**src/hdl/pwsw_pkg.sv**
```systemverilog
package pwsw_pkg;
	// clock rate
	localparam int CLK_HZ = 25_000_000;
	localparam int CLK_NS = 1_000_000_000 / CLK_HZ;
	// printed times in nanoseconds
	localparam int MIN_IDLE_HIGH_TIME_NS   = 11_000;
	localparam int EDGE_DETECT_WINDOW_NS   = 9_600;
	localparam int MASTER_ZERO_MIN_NS      = 11_800;
	localparam int MASTER_ZERO_MAX_NS      = 17_000;
	localparam int MASTER_ONE_MIN_NS       = 35_400;
	localparam int MASTER_ONE_MAX_NS       = 48_900;
	localparam int SLAVE_READ_ONE_MIN_NS   = 28_300;
	localparam int SLAVE_READ_ONE_MAX_NS   = 38_300;
	localparam int START_MIN_NS            = 80_000;
	localparam int START_MAX_NS            = 109_000;
	localparam int SLAVE_ATTENTION_MIN_NS  = 165_000;
	localparam int SLAVE_ATTENTION_MAX_NS  = 228_000;
	localparam int RESET_MIN_NS            = 354_000;
	// cycle counts: least times round up
	localparam int IDLE_CYC    = (MIN_IDLE_HIGH_TIME_NS + CLK_NS - 1) / CLK_NS;
	// edge window is a longest time: round down
	localparam int EDGE_CYC    = EDGE_DETECT_WINDOW_NS / CLK_NS;
	// own drive targets at the middle of each band, reset at its least time plus 50000 ns rounded up
	localparam int RD1_CYC     = (SLAVE_READ_ONE_MIN_NS + SLAVE_READ_ONE_MAX_NS) / 2 / CLK_NS;
	localparam int ATTN_CYC    = (SLAVE_ATTENTION_MIN_NS + SLAVE_ATTENTION_MAX_NS) / 2 / CLK_NS;
	localparam int RST_CYC     = (RESET_MIN_NS + 50_000 + CLK_NS - 1) / CLK_NS;
	// classification thresholds between neighbouring bands
	localparam int TH01_CYC    = (MASTER_ZERO_MAX_NS + SLAVE_READ_ONE_MIN_NS) / 2 / CLK_NS;
	localparam int TH1S_CYC    = (MASTER_ONE_MAX_NS + START_MIN_NS) / 2 / CLK_NS;
	localparam int THSA_CYC    = (START_MAX_NS + SLAVE_ATTENTION_MIN_NS) / 2 / CLK_NS;
	localparam int THAR_CYC    = (SLAVE_ATTENTION_MAX_NS + RESET_MIN_NS) / 2 / CLK_NS;
	// bits the master must send before an attention is allowed
	localparam int ATTN_GATE_BITS = 14;
	localparam int CNT_W = 14;
	// symbol codes
	typedef enum logic [2:0] {
		PWSW_SYM_ZERO  = 3'h0,
		PWSW_SYM_ONE   = 3'h1,
		PWSW_SYM_START = 3'h2,
		PWSW_SYM_ATTN  = 3'h3,
		PWSW_SYM_RESET = 3'h4
	} pwsw_sym_t;
endpackage

```
**src/hdl/pwsw_line_meter.sv**
```systemverilog
`timescale 1ns/1ps
// measures the low time and high time of the synchronised line
module pwsw_line_meter
	import pwsw_pkg::*;
(
	// clock and reset
	input  wire logic             ref_clk,
	input  wire logic             rst_n,
	// line
	input  wire logic             line_in,
	// measurements
	output logic                  line_low,
	output logic                  fall_pulse,
	output logic                  rise_pulse,
	output logic [CNT_W-1:0]      low_count,
	output logic                  bus_idle
);
	logic                  sync_a;
	logic                  sync_b;
	logic [CNT_W-1:0]      high_count;

	// two-flop synchroniser; first stage read only by the second
	always_ff @(posedge ref_clk) begin
		if (!rst_n) begin
			sync_a <= 1'b1;
			sync_b <= 1'b1;
		end else begin
			sync_a <= line_in;
			sync_b <= sync_a;
		end
	end

	// edge pulses and delayed level
	always_ff @(posedge ref_clk) begin
		if (!rst_n) begin
			line_low   <= 1'b0;
			fall_pulse <= 1'b0;
			rise_pulse <= 1'b0;
		end else begin
			line_low   <= !sync_b;
			fall_pulse <= !sync_b && !line_low;
			rise_pulse <= sync_b && line_low;
		end
	end

	// low duration counter, saturating, holds its value after the rise
	always_ff @(posedge ref_clk) begin
		if (!rst_n) begin
			low_count <= '0;
		end else if (!sync_b && !line_low) begin
			low_count <= CNT_W'(1);
		end else if (!sync_b && low_count != '1) begin
			low_count <= low_count + CNT_W'(1);
		end
	end

	// high duration: idle once high for the least idle time
	always_ff @(posedge ref_clk) begin
		if (!rst_n) begin
			high_count <= '0;
			bus_idle   <= 1'b0;
		end else if (!sync_b) begin
			high_count <= '0;
			bus_idle   <= 1'b0;
		end else begin
			if (high_count != '1)
				high_count <= high_count + CNT_W'(1);
			bus_idle <= (high_count >= CNT_W'(IDLE_CYC));
		end
	end
endmodule

```
**src/hdl/pwsw_bit_layer.sv**
```systemverilog
`timescale 1ns/1ps
// Behaviour
// five symbols, told apart by low time only
// bus idle after least high time
// drive low only, open drain
// master starts every data bit
// time written bit low period
// read one: sensor stretches low pulse
// longer symbol is not a data bit
// unused register bits read as zero
// master waits idle before start
// start aborts current transaction always
// attention or reset voids a start; the code clears in_xfer on a reset only
// attention only from idle bus
// attention overrides data and start
// check idle or join edge, hold attention
// long attention becomes reset
// attention gated until 14 master bits
// sensor issues reset at power up
// own timing within fifteen percent
// address from two strap pins
// master zero and one pulse bands
// detect in window, read one length
// start and attention pulse bands
// reset length, idle before attention
// synchronise, count, classify by thresholds
module pwsw_bit_layer
	import pwsw_pkg::*;
(
	// clock and reset
	input  wire logic        ref_clk,
	input  wire logic        rst_n,
	// single-wire line, open drain
	input  wire logic        swd_in,
	output logic             swd_out,
	output logic             swd_oe,
	// address straps
	input  wire logic [1:0]  addr_strap,
	output logic [1:0]       dev_addr,
	// transmit side: value of the next read slot
	input  wire logic        tx_bit,
	input  wire logic        tx_bit_used,
	// attention request from the sensor core
	input  wire logic        attn_req,
	output logic             attn_done,
	output logic             attn_lost,
	// received symbols
	output logic             sym_valid,
	output pwsw_pkg::pwsw_sym_t sym_code,
	output logic             rx_bit,
	output logic             xfer_abort,
	output logic             bus_reset_seen,
	output logic             attn_allowed
);
	import pwsw_pkg::*;

	typedef enum logic [4:0] {
		PWSW_ST_PWRUP = 5'h01,
		PWSW_ST_WAIT  = 5'h02,
		PWSW_ST_RD1   = 5'h04,
		PWSW_ST_ATTN  = 5'h08,
		PWSW_ST_HOLD  = 5'h10
	} pwsw_st_t;

	logic              line_low;
	logic              fall_pulse;
	logic              rise_pulse;
	logic [CNT_W-1:0]  low_count;
	logic              bus_idle;
	pwsw_st_t          state;
	logic [CNT_W-1:0]  drive_count;
	logic [4:0]        bit_count;
	logic              strap_taken;
	logic              in_xfer;
	logic              attn_pending;
	logic              attn_own;
	pwsw_sym_t         next_sym;

	pwsw_line_meter u_meter (
		.ref_clk    (ref_clk),
		.rst_n      (rst_n),
		.line_in    (swd_in),
		.line_low   (line_low),
		.fall_pulse (fall_pulse),
		.rise_pulse (rise_pulse),
		.low_count  (low_count),
		.bus_idle   (bus_idle)
	);

	// pulse class from the finished low time
	always_comb begin
		if (low_count >= CNT_W'(THAR_CYC))
			next_sym = PWSW_SYM_RESET;
		else if (low_count >= CNT_W'(THSA_CYC))
			next_sym = PWSW_SYM_ATTN;
		else if (low_count >= CNT_W'(TH1S_CYC))
			next_sym = PWSW_SYM_START;
		else if (low_count >= CNT_W'(TH01_CYC))
			next_sym = PWSW_SYM_ONE;
		else
			next_sym = PWSW_SYM_ZERO;
	end

	// straps caught once after reset release, clocked so no async load
	always_ff @(posedge ref_clk) begin
		if (!rst_n) begin
			strap_taken <= 1'b0;
			dev_addr    <= 2'h0;
		end else if (!strap_taken) begin
			strap_taken <= 1'b1;
			dev_addr    <= addr_strap;
		end
	end

	// symbol report at every rising edge of the line except in power-up
	always_ff @(posedge ref_clk) begin
		if (!rst_n) begin
			sym_valid <= 1'b0;
			sym_code  <= PWSW_SYM_ZERO;
			rx_bit    <= 1'b0;
		end else begin
			sym_valid <= rise_pulse && state != PWSW_ST_PWRUP;
			if (rise_pulse) begin
				sym_code <= next_sym;
				rx_bit   <= (next_sym == PWSW_SYM_ONE);
			end
		end
	end

	// transaction tracking; start marks the beginning, a later one aborts
	always_ff @(posedge ref_clk) begin
		if (!rst_n) begin
			in_xfer        <= 1'b0;
			xfer_abort     <= 1'b0;
			bus_reset_seen <= 1'b0;
		end else begin
			xfer_abort     <= 1'b0;
			bus_reset_seen <= 1'b0;
			if (rise_pulse) begin
				case (next_sym)
					PWSW_SYM_START: begin
						xfer_abort <= in_xfer;
						in_xfer    <= 1'b1;
					end
					PWSW_SYM_RESET: begin
						in_xfer        <= 1'b0;
						bus_reset_seen <= 1'b1;
					end
					default: begin
					end
				endcase
			end
		end
	end

	// master bit counter since last reset gates attention
	always_ff @(posedge ref_clk) begin
		if (!rst_n) begin
			bit_count    <= 5'h00;
			attn_allowed <= 1'b0;
		end else if (rise_pulse && next_sym == PWSW_SYM_RESET) begin
			bit_count    <= 5'h00;
			attn_allowed <= 1'b0;
		end else begin
			if (rise_pulse && !attn_own && bit_count < 5'(ATTN_GATE_BITS)
				&& (next_sym == PWSW_SYM_ZERO || next_sym == PWSW_SYM_ONE))
				bit_count <= bit_count + 5'h01;
			attn_allowed <= (bit_count >= 5'(ATTN_GATE_BITS));
		end
	end

	// pending attention: a new request wins over the clear at completion
	always_ff @(posedge ref_clk) begin
		if (!rst_n) begin
			attn_pending <= 1'b0;
		end else if (attn_req) begin
			attn_pending <= 1'b1;
		end else if (state == PWSW_ST_ATTN && drive_count == CNT_W'(1)) begin
			attn_pending <= 1'b0;
		end
	end

	// line driver: power-up reset, read one, attention
	always_ff @(posedge ref_clk) begin
		if (!rst_n) begin
			state       <= PWSW_ST_PWRUP;
			drive_count <= CNT_W'(RST_CYC);
			swd_out     <= 1'b0;
			swd_oe      <= 1'b1;
			attn_own    <= 1'b0;
			attn_done   <= 1'b0;
			attn_lost   <= 1'b0;
		end else begin
			swd_out   <= 1'b0;
			attn_done <= 1'b0;
			attn_lost <= 1'b0;
			case (state)
				PWSW_ST_PWRUP: begin
					if (drive_count == CNT_W'(1)) begin
						swd_oe <= 1'b0;
						state  <= PWSW_ST_HOLD;
					end else begin
						drive_count <= drive_count - CNT_W'(1);
					end
				end
				PWSW_ST_WAIT: begin
					if (attn_pending && attn_allowed && bus_idle) begin
						// idle check holds the least high time before attention
						swd_oe      <= 1'b1;
						attn_own    <= 1'b1;
						drive_count <= CNT_W'(ATTN_CYC);
						state       <= PWSW_ST_ATTN;
					end else if (fall_pulse && attn_pending && attn_allowed) begin
						// join a master edge inside the detect window
						swd_oe      <= 1'b1;
						attn_own    <= 1'b1;
						drive_count <= CNT_W'(ATTN_CYC);
						state       <= PWSW_ST_ATTN;
					end else if (fall_pulse && in_xfer && tx_bit_used && tx_bit) begin
						// reserved bits arrive as zero and leave the line alone
						swd_oe      <= 1'b1;
						drive_count <= CNT_W'(RD1_CYC);
						state       <= PWSW_ST_RD1;
					end
				end
				PWSW_ST_RD1: begin
					if (drive_count == CNT_W'(1)) begin
						swd_oe <= 1'b0;
						state  <= PWSW_ST_HOLD;
					end else begin
						drive_count <= drive_count - CNT_W'(1);
					end
				end
				PWSW_ST_ATTN: begin
					if (drive_count == CNT_W'(1)) begin
						swd_oe    <= 1'b0;
						attn_done <= 1'b1;
						state     <= PWSW_ST_HOLD;
					end else begin
						drive_count <= drive_count - CNT_W'(1);
					end
				end
				PWSW_ST_HOLD: begin
					// wait for the line to rise before looking for more
					if (!line_low) begin
						if (attn_own && low_count >= CNT_W'(THAR_CYC))
							attn_lost <= 1'b1;
						attn_own <= 1'b0;
						state    <= PWSW_ST_WAIT;
					end
				end
				default: begin
					swd_oe <= 1'b0;
					state  <= PWSW_ST_WAIT;
				end
			endcase
		end
	end
endmodule

```
**config.mk**
```make
export PLATFORM = sky130hd
export DESIGN_NAME = pwsw_bit_layer
export DESIGN_NICKNAME = d
export VERILOG_FILES = /design/src/hdl/pwsw_pkg.sv /design/src/hdl/pwsw_line_meter.sv /design/src/hdl/pwsw_bit_layer.sv
export SDC_FILE = /design/constraint.sdc
export NUM_CORES = 1
export LEC_CHECK = 0
export ABC_AREA = 1
export BUFFER_PORTS_ARGS = -buffer_cell sky130_fd_sc_hd__buf_2
export CAP_MARGIN = 40
export CORE_MARGIN = 4
export CORE_UTILIZATION = 30
export CTS_BUF_LIST = sky130_fd_sc_hd__clkbuf_4 sky130_fd_sc_hd__clkbuf_8
export CTS_CLUSTER_SIZE = 20
export DETAILED_ROUTE_END_ITERATION = 7
export PLACE_DENSITY = 0.52
export SLEW_MARGIN = 20
export SYNTH_ARGS = -nofsm -noshare
export SYNTH_HDL_FRONTEND = slang
export SYNTH_HIERARCHICAL = 1
export SYNTH_SLANG_ARGS = --single-unit
```
**constraint.sdc**
```tcl
create_clock -name ref_clk -period 1.9 [get_ports ref_clk]
set_input_delay 0.095 -clock ref_clk [delete_from_list [all_inputs] [get_ports ref_clk]]
set_output_delay 0.095 -clock ref_clk [all_outputs]
set_load 0.01 [all_outputs]
```
### Yosys cells after proc, flatten, opt, wreduce, memory -nomap -nowiden

Cells that the tools add are included.

| cells by class | value |
|---|---|
| reduce and logical (&&, ||, !) cells | 40 |
| $lt $le $gt $ge | 7 |
| bitwise gates (word level) | 2 |
| eq/ne operators | 17 |
| multiplexer cells | 33 |
| $add $sub $neg | 4 |

Operator list:

| kind | count |
|---|---|
| $mux 14 | 4 |
| $add 14x1->14 const B | 2 |
| $ne 14x14->1 const B | 2 |
| $pmux 14 s2 | 1 |
| $mux 5 | 5 |
| $logic_and 1x1->1 | 17 |
| $mux 1 | 16 |
| $pmux 5 s3 | 1 |
| $reduce_and 3->1 | 5 |
| $eq 14x1->1 const B | 1 |
| $ge 14x10->1 const B | 1 |
| $ge 14x11->1 const B | 1 |
| $ge 14x12->1 const B | 1 |
| $ge 14x13->1 const B | 1 |
| $ge 14x9->1 const B | 1 |
| $sub 14x1->14 const B | 1 |
| $reduce_bool 2->1 | 5 |
| $reduce_and 2->1 | 4 |
| $reduce_or 3->1 | 2 |
| $add 5x1->5 const B | 1 |
| $eq 5x1->1 const B | 1 |
| $eq 5x2->1 const B | 1 |
| $eq 5x3->1 const B | 1 |
| $eq 5x4->1 const B | 1 |
| 20 further kinds | 27 |

| word-level totals | value |
|---|---|
| flip-flop bits (word level) | 75 |
| output and inout bits | 14 |

### Logic depth before layout (Yosys ltp)

Gate-level depths: netlist of run 1.

| logic depth | value |
|---|---|
| word-level depth | 8 |
| gate-level depth with buffers | 11 |
| gate-level depth less buffers | 11 |

### Cells and area by module

The synthesis of run 1 kept the hierarchy.

By module, submodules not included:

| module | sequential area each (sq um) | cells each | area an instance (sq um) | times used |
|---|---|---|---|---|
| pwsw_bit_layer | 820.8 | 389 | 2467.4 | 1 |
| pwsw_line_meter | 680.7 | 257 | 1794.2 | 1 |

### Least setup slack after synthesis of run 1

No wires, ideal clock.

| timing path | value |
|---|---|
| kind | register to register |
| start point | reg u_meter.low_count[0] |
| end point | reg u_meter.low_count[13] |
| required time | 1787 ps |
| buffers on the path | 1 |
| arrival time | 1274 ps |
| setup time | 113 ps |
| cell stages (with the launch flop) | 10 |
| setup slack | 513 ps |
| cell sequence | dfxtp_1 ha_1 nand2_1 nor2_1 nand2_1 nor2_2 nor2_2 buf_6 a21oi_2 nor2_1 |

| between the ends | value |
|---|---|
| longest elaborated chain between the ends | 2 |
| elaborated cells on any way between the ends | 3 |
| those cells by class | 1 x add/sub; 1 x eq/ne; 1 x reduce/logical |

Ends and longest elaborated chain:

| item | line | RTL |
|---|---|---|
| start: declaration | pwsw_line_meter.sv:15 | `output logic [CNT_W-1:0] low_count,` |
| start signal: assignment | pwsw_line_meter.sv:53 | `low_count <= low_count + CNT_W'(1);` |
| branches (longest 2 deep; another with $add 14x1->14) | - |  |

Several ways; the timed one is not identified.
A chain may end at the register's enable or synchronous reset.

### Worst setup path in the final report of run 1

| timing path | value |
|---|---|
| start point | reg u_meter.high_count[0] |
| end point | reg u_meter.high_count[0] |

| between the ends | value |
|---|---|
| longest elaborated chain between the ends | 1 |
| elaborated cells on any way between the ends | 2 |
| those cells by class | 1 x add/sub; 1 x eq/ne |

Ends and longest elaborated chain:

| item | line | RTL |
|---|---|---|
| start: declaration | pwsw_line_meter.sv:20 | `logic [CNT_W-1:0] high_count;` |
| start signal: assignment | pwsw_line_meter.sv:67 | `high_count <= high_count + CNT_W'(1);` |
| $add 14x1->14 or $ne 14x14->1 (tied branches) | pwsw_line_meter.sv:67, pwsw_line_meter.sv:66 |  |

Parallel ways exist; a longest one is shown, timed or not.

==> results of run 1 <==
cells in the mapped netlist, types with 6 or more instances:
library cell  instances  area share (%)
a31oi_1               6            0.88
xor2_1                9             1.8
nand3_2               6             1.4
dfxtp_1              75              35
nor2_1               83             7.3
ha_1                  6             1.8
nor3_1                8            0.94
nand2_1             182              16
nand3_1              47             5.5
nand2_2              14             2.1
inv_1                74             6.5
o21ai_0              24             2.8
nor2_4                6             1.6
nand4_1              19             2.8
a21oi_1              32             3.8
nor2_2               14             2.1
power by group:
part / switching (mW) / internal (mW) / total [mW]
Clock: 0.700 / 0.494 / 1.19
Combinational: 0.932 / 0.447 / 1.38
Sequential: 0.172 / 1.72 / 1.89
cell type report:
| class | count | area [µm²] | share of cell area [%] |
|---|---|---|---|
| multi-input cells | 481 | 2390 | 50.0 |
| repair buffers | 28 | 173 | 3.62 |
| well taps | 180 | 225 | 4.72 |
| clock buffers | 9 | 124 | 2.60 |
| inverters | 81 | 304 | 6.37 |
| flip-flops and latches | 75 | 1500 | 31.5 |
| clock inverters | 7 | 60.1 | 1.26 |
repair_timing:
| item | in CTS | in global routing |
|---|---|---|
| resized for setup | 0 | 1 |
| endpoints found under the hold margin | 5 | 0 |
| hold buffers | 5 | 0 |
| endpoints found under the setup margin | 0 | 1 |
per-stage QoR:
stage / cell area (µm²) / std cells
final: 4770 / 861
after floorplan: 4260 / 646
after CTS: 4770 / 861
after global placement: 4540 / 840
after detailed placement: 4540 / 840
after global routing: 4770 / 861
layer usage:
layer / part of all wire [%] / vias to the layer above
li1: - / 2119
met4: 1.4 / 0
met2: 43 / 63
met3: 4.3 / 13
met5: 0 / -
met1: 51 / 1816
cell families after synthesis:
logic type,Yosys count
buffers and inverters,90
AO/OA/AOI/OAI,68
XOR/XNOR,10
adder cells (fa/ha/maj),6
AND/OR/NAND/NOR,396
flip-flops,75
other,1
worst max-delay path by stage:
stage,to,slack [ps],cells after the start
detailed placement,u_meter/high_count[0],230,8
global placement,u_meter/low_count[11],270,7
global route,u_meter/low_count[1],30,9
CTS,u_meter/high_count[0],220,8
floorplan,u_meter/low_count[13],510,9
finish,u_meter/high_count[0],220,8
state kept, by name (all words and copies together), names as in the netlist, 2 cells and up:
register and flops:
bit_count 5, dev_addr 2, drive_count 14, state 5, sym_code 3, u_meter/high_count 14, u_meter/low_count 14
worst reg2reg max path, cell delays in order (launching register included):
cell and delay, ps:
dfxtp_1 370, ha_1 280, nand2_2 90, nor2_2 100, inv_2 60, nor2_4 160
nand3_2 260, nand2_1 150, a21oi_1 70
cells in the final DEF, fill, tap and decap left out, types with 2 or more instances in the layout:
master / netlist / routed
a21oi_1: 32 / 32
a21oi_2: 2 / 2
a31oi_1: 6 / 6
buf_2: 0 / 20
buf_4: 2 / 3
clkbuf_8: 0 / 9
clkinv_1: 2 / 2
clkinvlp_4: 0 / 3
dfxtp_1: 75 / 75
dlygate4sd3_1: 0 / 5
ha_1: 6 / 6
inv_1: 74 / 74
inv_2: 5 / 5
inv_6: 0 / 2
nand2_1: 182 / 181
nand2_2: 14 / 15
nand3_1: 47 / 47
nand3_2: 6 / 6
nand3b_1: 4 / 4
nand4_1: 19 / 19
nor2_1: 83 / 83
nor2_2: 14 / 14
nor2_4: 6 / 6
nor3_1: 8 / 8
o21ai_0: 24 / 24
or2_2: 5 / 5
xor2_1: 9 / 9
==> reports/metrics.yaml, run 1 <==
num_rows: 43
synthMuxAreaShare_pct: 0
hold_viol: 0
first_pass_iters: 4
setup_tns_ps: 0
antenna_found_initial: 0
p_per_area_nw_per_um2: 936
viasPerCell: 4.66
vdd_drop_max_v: 0.000307
dp_hpwl_um: 7490
grt_overflow: 0
fmax_ghz: 0.596
r2r_slack_ps: 220
synthesis.nets: 660
numClockSinks: 75
die_x_um: 127
drt_wl_total_um: 10100
ys.warnings.count: 6
finalMaxSlewViolations: 0
wire_per_inst_um: 11.8
r2r_cells: 8
synth-simple-area-share_pct: 43.4
syn_avg_cell_area_um2: 6.60
cts_tree: "built"
hold_start: "tx_bit"
vias: 4011
synth_xor_area_share_pct: 2.06
syn_area_um2: 4260
p_leak_nw: 2.06
post-route-util_pct: 34.4
diodes: 0
htreeDepth: 3
grt.busiest_layer: "met2"
worst_skew_pair.late_latency_ps: 370
grt_first_pass_wirelength_um: 17600
syn_to_final_growth_pct: 12.0
ys_seq_elements: 75
met3_usage_pct: 3.43
fin_worst_skew_ps: 10.6
cts.clk_slew.worst_paths_ps: 90
initial_core_util_pct: 30.7
cpMaxStageDelayCell: "dfxtp_1"
first_iter_violations: 257
gp_congestion: 0.860
syn_inst: 646
hp-class: "input pin to flip-flop"
use_met1_pct: 17.6
cap_violations: 0
whs_path_depth: 5
max_stage_delay_ps: 370
ys_types: 39
status: "finished clean"
synth_adder_area_share_pct: 1.76
use_met2_pct: 21.2
drc: 0
synth_top_family_by_area: "simple AND/OR/NAND/NOR gates"
r2r-start: "u_meter/high_count[0]"
critPathKind: "flip-flop to flip-flop"
antenna_left: 0
n_fill_cell: 1522
start_kind: "flip-flop"
synth-edff-count: 0
critPathMaxFanout: 11
coreArea_um2: 13900
worst-path-buf-inv: 1
ioPinCount: 22
cts_setup_buffers: 0
cts_buffer_depth: 2
die-area_um2: 16200
root_buffer: "clkbuf_8"
cts_buffers: 9
power_mw: 4.47
rsz0062_at_grt: "no"
endpoint_kind: "flip-flop"
timing.rr.end: "u_meter/high_count[0]"
fin_crit_ps: 1680
fin_nets: 690
grt_usage_pct: 13.3
drive_gt1_share_pct: 14.5
critPathTopFamily: "simple AND/OR/NAND/NOR gates"
min_to: "state[4]"
hold_ws_ps: 294
synth_compound_area_share_pct: 8.66
cp.arrival_ps: 1920
startpoint: "u_meter/high_count[0]"
grt_max_degree: 21
finalCritPeriodShare_pct: 88.3
setup_ws_ps: 222
crit_chain: "ha_1 > nand2_2 > nor2_2 > inv_2 > nor2_4 > nand3_2 > nand2_1 > a21oi_1"
synth_top_flop_cell: "dfxtp_1"
die_h_um: 127
yosysSeqAreaShare_pct: 35.2
required_ps: 2140
setup_violations: 0
io_buffer_count: 20
async_flop_share_pct: 0
grt_pass1_vias: 3812
pre_cts_ws_ps: 231
(Power assumes the default switching activity.)
==> run 2: changes to the inputs <==
CTS_BUF_LIST = sky130_fd_sc_hd__clkbuf_16   (was sky130_fd_sc_hd__clkbuf_4 sky130_fd_sc_hd__clkbuf_8)
==> run 2 against run 1 <==
- setup slack improved by 3.1 ps
- clock-buffer cell count unchanged
- combinational power about the same
- critical path type unchanged
- hold slack improved by 34 ps
- non-clock buffer count unchanged
- largest power group unchanged
- first-iteration DRC count increased by 8.6%
- critical path depth unchanged
- sequential share of layout area decreased by 0.65 points
- via count decreased by 1.2%
==> reports/metrics.yaml, run 2 (synthesis results as in run 1) <==
antenna_found_initial: 0  # unchanged
n_fill_cell: 1511  # -0.72%
root_buffer: "clkbuf_16"
grt_first_pass_wirelength_um: 17600  # +0.35%
vias: 3964  # -1.2%
whs_path_depth: 5  # unchanged
grt_usage_pct: 13.4  # +0.088 points
htreeDepth: 3  # unchanged
coreArea_um2: 13900  # unchanged
top_regs: "drive_count (14), u_meter/high_count (14), u_meter/low_count (14)"
rsz0062_at_grt: "no"
power_mw: 4.93  # +10%
vdd_drop_max_v: 0.000408  # +33%
crit_path_end: "u_meter/high_count[0]"
initial_core_util_pct: 30.7  # unchanged
finalMaxSlewViolations: 0  # unchanged
r2r_cells: 8  # unchanged
dp_hpwl_um: 7490  # unchanged
drive_gt1_share_pct: 14.5  # unchanged
die_x_um: 127  # unchanged
worst_skew_pair.late_latency_ps: 340  # -30 ps
hold_viol: 0  # unchanged
grt_overflow: 0  # unchanged
io_buffer_count: 20  # unchanged
critPathMaxFanout: 11  # unchanged
fin_crit_ps: 1670  # -3.10 ps
endpoint_kind: "flip-flop"
p_leak_nw: 2.11  # +2.2%
wire_per_inst_um: 11.7  # -0.18%
cts.clk_slew.worst_paths_ps: 70  # -20 ps
first_pass_iters: 5  # +1
viasPerCell: 4.60  # -1.2%
fin_nets: 690  # unchanged
numClockSinks: 75  # unchanged
ioPinCount: 22  # unchanged
drt_wl_total_um: 10100  # -0.18%
setup_tns_ps: 0  # unchanged
critPathKind: "flip-flop to flip-flop"
multi_input_area_um2: 2390  # unchanged
cts_buffers: 9  # unchanged
finalCritPeriodShare_pct: 88.1  # -0.16 points
cap_violations: 0  # unchanged
fmax_ghz: 0.597  # +0.19%
antenna_left: 0  # unchanged
cts_setup_buffers: 0  # unchanged
diodes: 0  # unchanged
cts_buffer_depth: 2  # unchanged
r2r-start: "u_meter/high_count[0]"
drc: 0  # unchanged
gp_congestion: 0.860  # unchanged
cts_tree: "built"
postPlaceCellArea_um2: 4540  # unchanged
p_per_area_nw_per_um2: 1010  # +8.2%
num_rows: 43  # unchanged
status: "finished clean"
hp-class: "input pin to flip-flop"
timing.rr.end: "u_meter/high_count[0]"
die-area_um2: 16200  # unchanged
final_cell_mix: "nand2_1, nor2_1, dfxtp_1"
fin_worst_skew_ps: 8.43  # -2.22 ps
syn_to_final_growth_pct: 14.4
grt_pass1_vias: 3822  # +0.26%
post-route-util_pct: 35.1  # +0.73 points
cp.arrival_ps: 1890  # -30 ps
setup_violations: 0  # unchanged
final_common_cell: "nand2_1"
ff_latch_area_um2: 1500  # unchanged
startpoint: "u_meter/high_count[0]"
grt_max_degree: 21  # unchanged
required_ps: 2110  # -30 ps
first_iter_violations: 279  # +8.6%
die_h_um: 127  # unchanged
r2r_slack_ps: 230  # about the same
start_kind: "flip-flop"
final_area_um2: 4870  # +2.1%
==> run 2: changes by cell type in the layout (fill, tap and decap cells not counted) <==
cell,change
clkbuf_16,+9
clkbuf_8,-9
==> run 2: per-stage QoR <==
| step | instances | hold slack, ps | worst slack, ps |
|---|---|---|---|
| detailed placement | 840 | 285 | 231 |
| finish | 861 | 328 | 225 |
| floorplan | 646 | 123 | 513 |
| global placement | 840 | 283 | 271 |
| global route | 861 | 341 | 37.6 |
| CTS | 861 | 304 | 220 |
==> run 2: layer usage <==
metal  routed length, µm  vias up  GRT usage [%]
li1                    -     2125              -
met1                5150     1787           17.6
met2                4500       45           21.2
met3                 316        7           3.34
met4                 135        0           5.11
met5                   0        -              0
==> run 2: timing repair <==
| action | 4_1_cts | 5_1_grt |
|---|---|---|
| hold buffers | 5 | 0 |
| gates resized for setup | 0 | 1 |
| endpoints found under the hold margin | 5 | 0 |
| endpoints found under the setup margin | 0 | 1 |
==> run 2: power by group <==
group	switching, mW	total [mW]	internal (mW)	leakage (nW)
logic	0.932	1.38	0.447	1.36
clock network	0.756	1.66	0.905	0.131
registers	0.170	1.89	1.72	0.611
total	1.86	4.93	3.08	2.11
==> run 2: worst max-delay path, cell delays in order, from the launching register on <==
cell and delay (ps):
dfxtp_1 360, ha_1 280, nand2_2 90, nor2_2 90
inv_2 60, nor2_4 160, nand3_2 260, nand2_1 150
a21oi_1 70
==> run 2: layout make-up <==
type / instances / area share [%]
Timing Repair Buffer: 28 / 3.54
Clock buffer: 9 / 4.62
Inverter: 81 / 6.24
Tap cell: 180 / 4.62
Clock inverter: 7 / 1.23
Sequential cell: 75 / 30.8
Multi-Input combinational cell: 481 / 48.9
==> run 2: worst min-delay path by stage <==
stage / startpoint / endpoint
6_report: tx_bit / state[4]
5_1_grt: tx_bit / state[4]
4_1_cts: tx_bit / state[4]
3_5_place_dp: swd_in / u_meter/sync_a
3_3_place_gp: swd_in / u_meter/sync_a
2_1_floorplan: rst_n / strap_taken
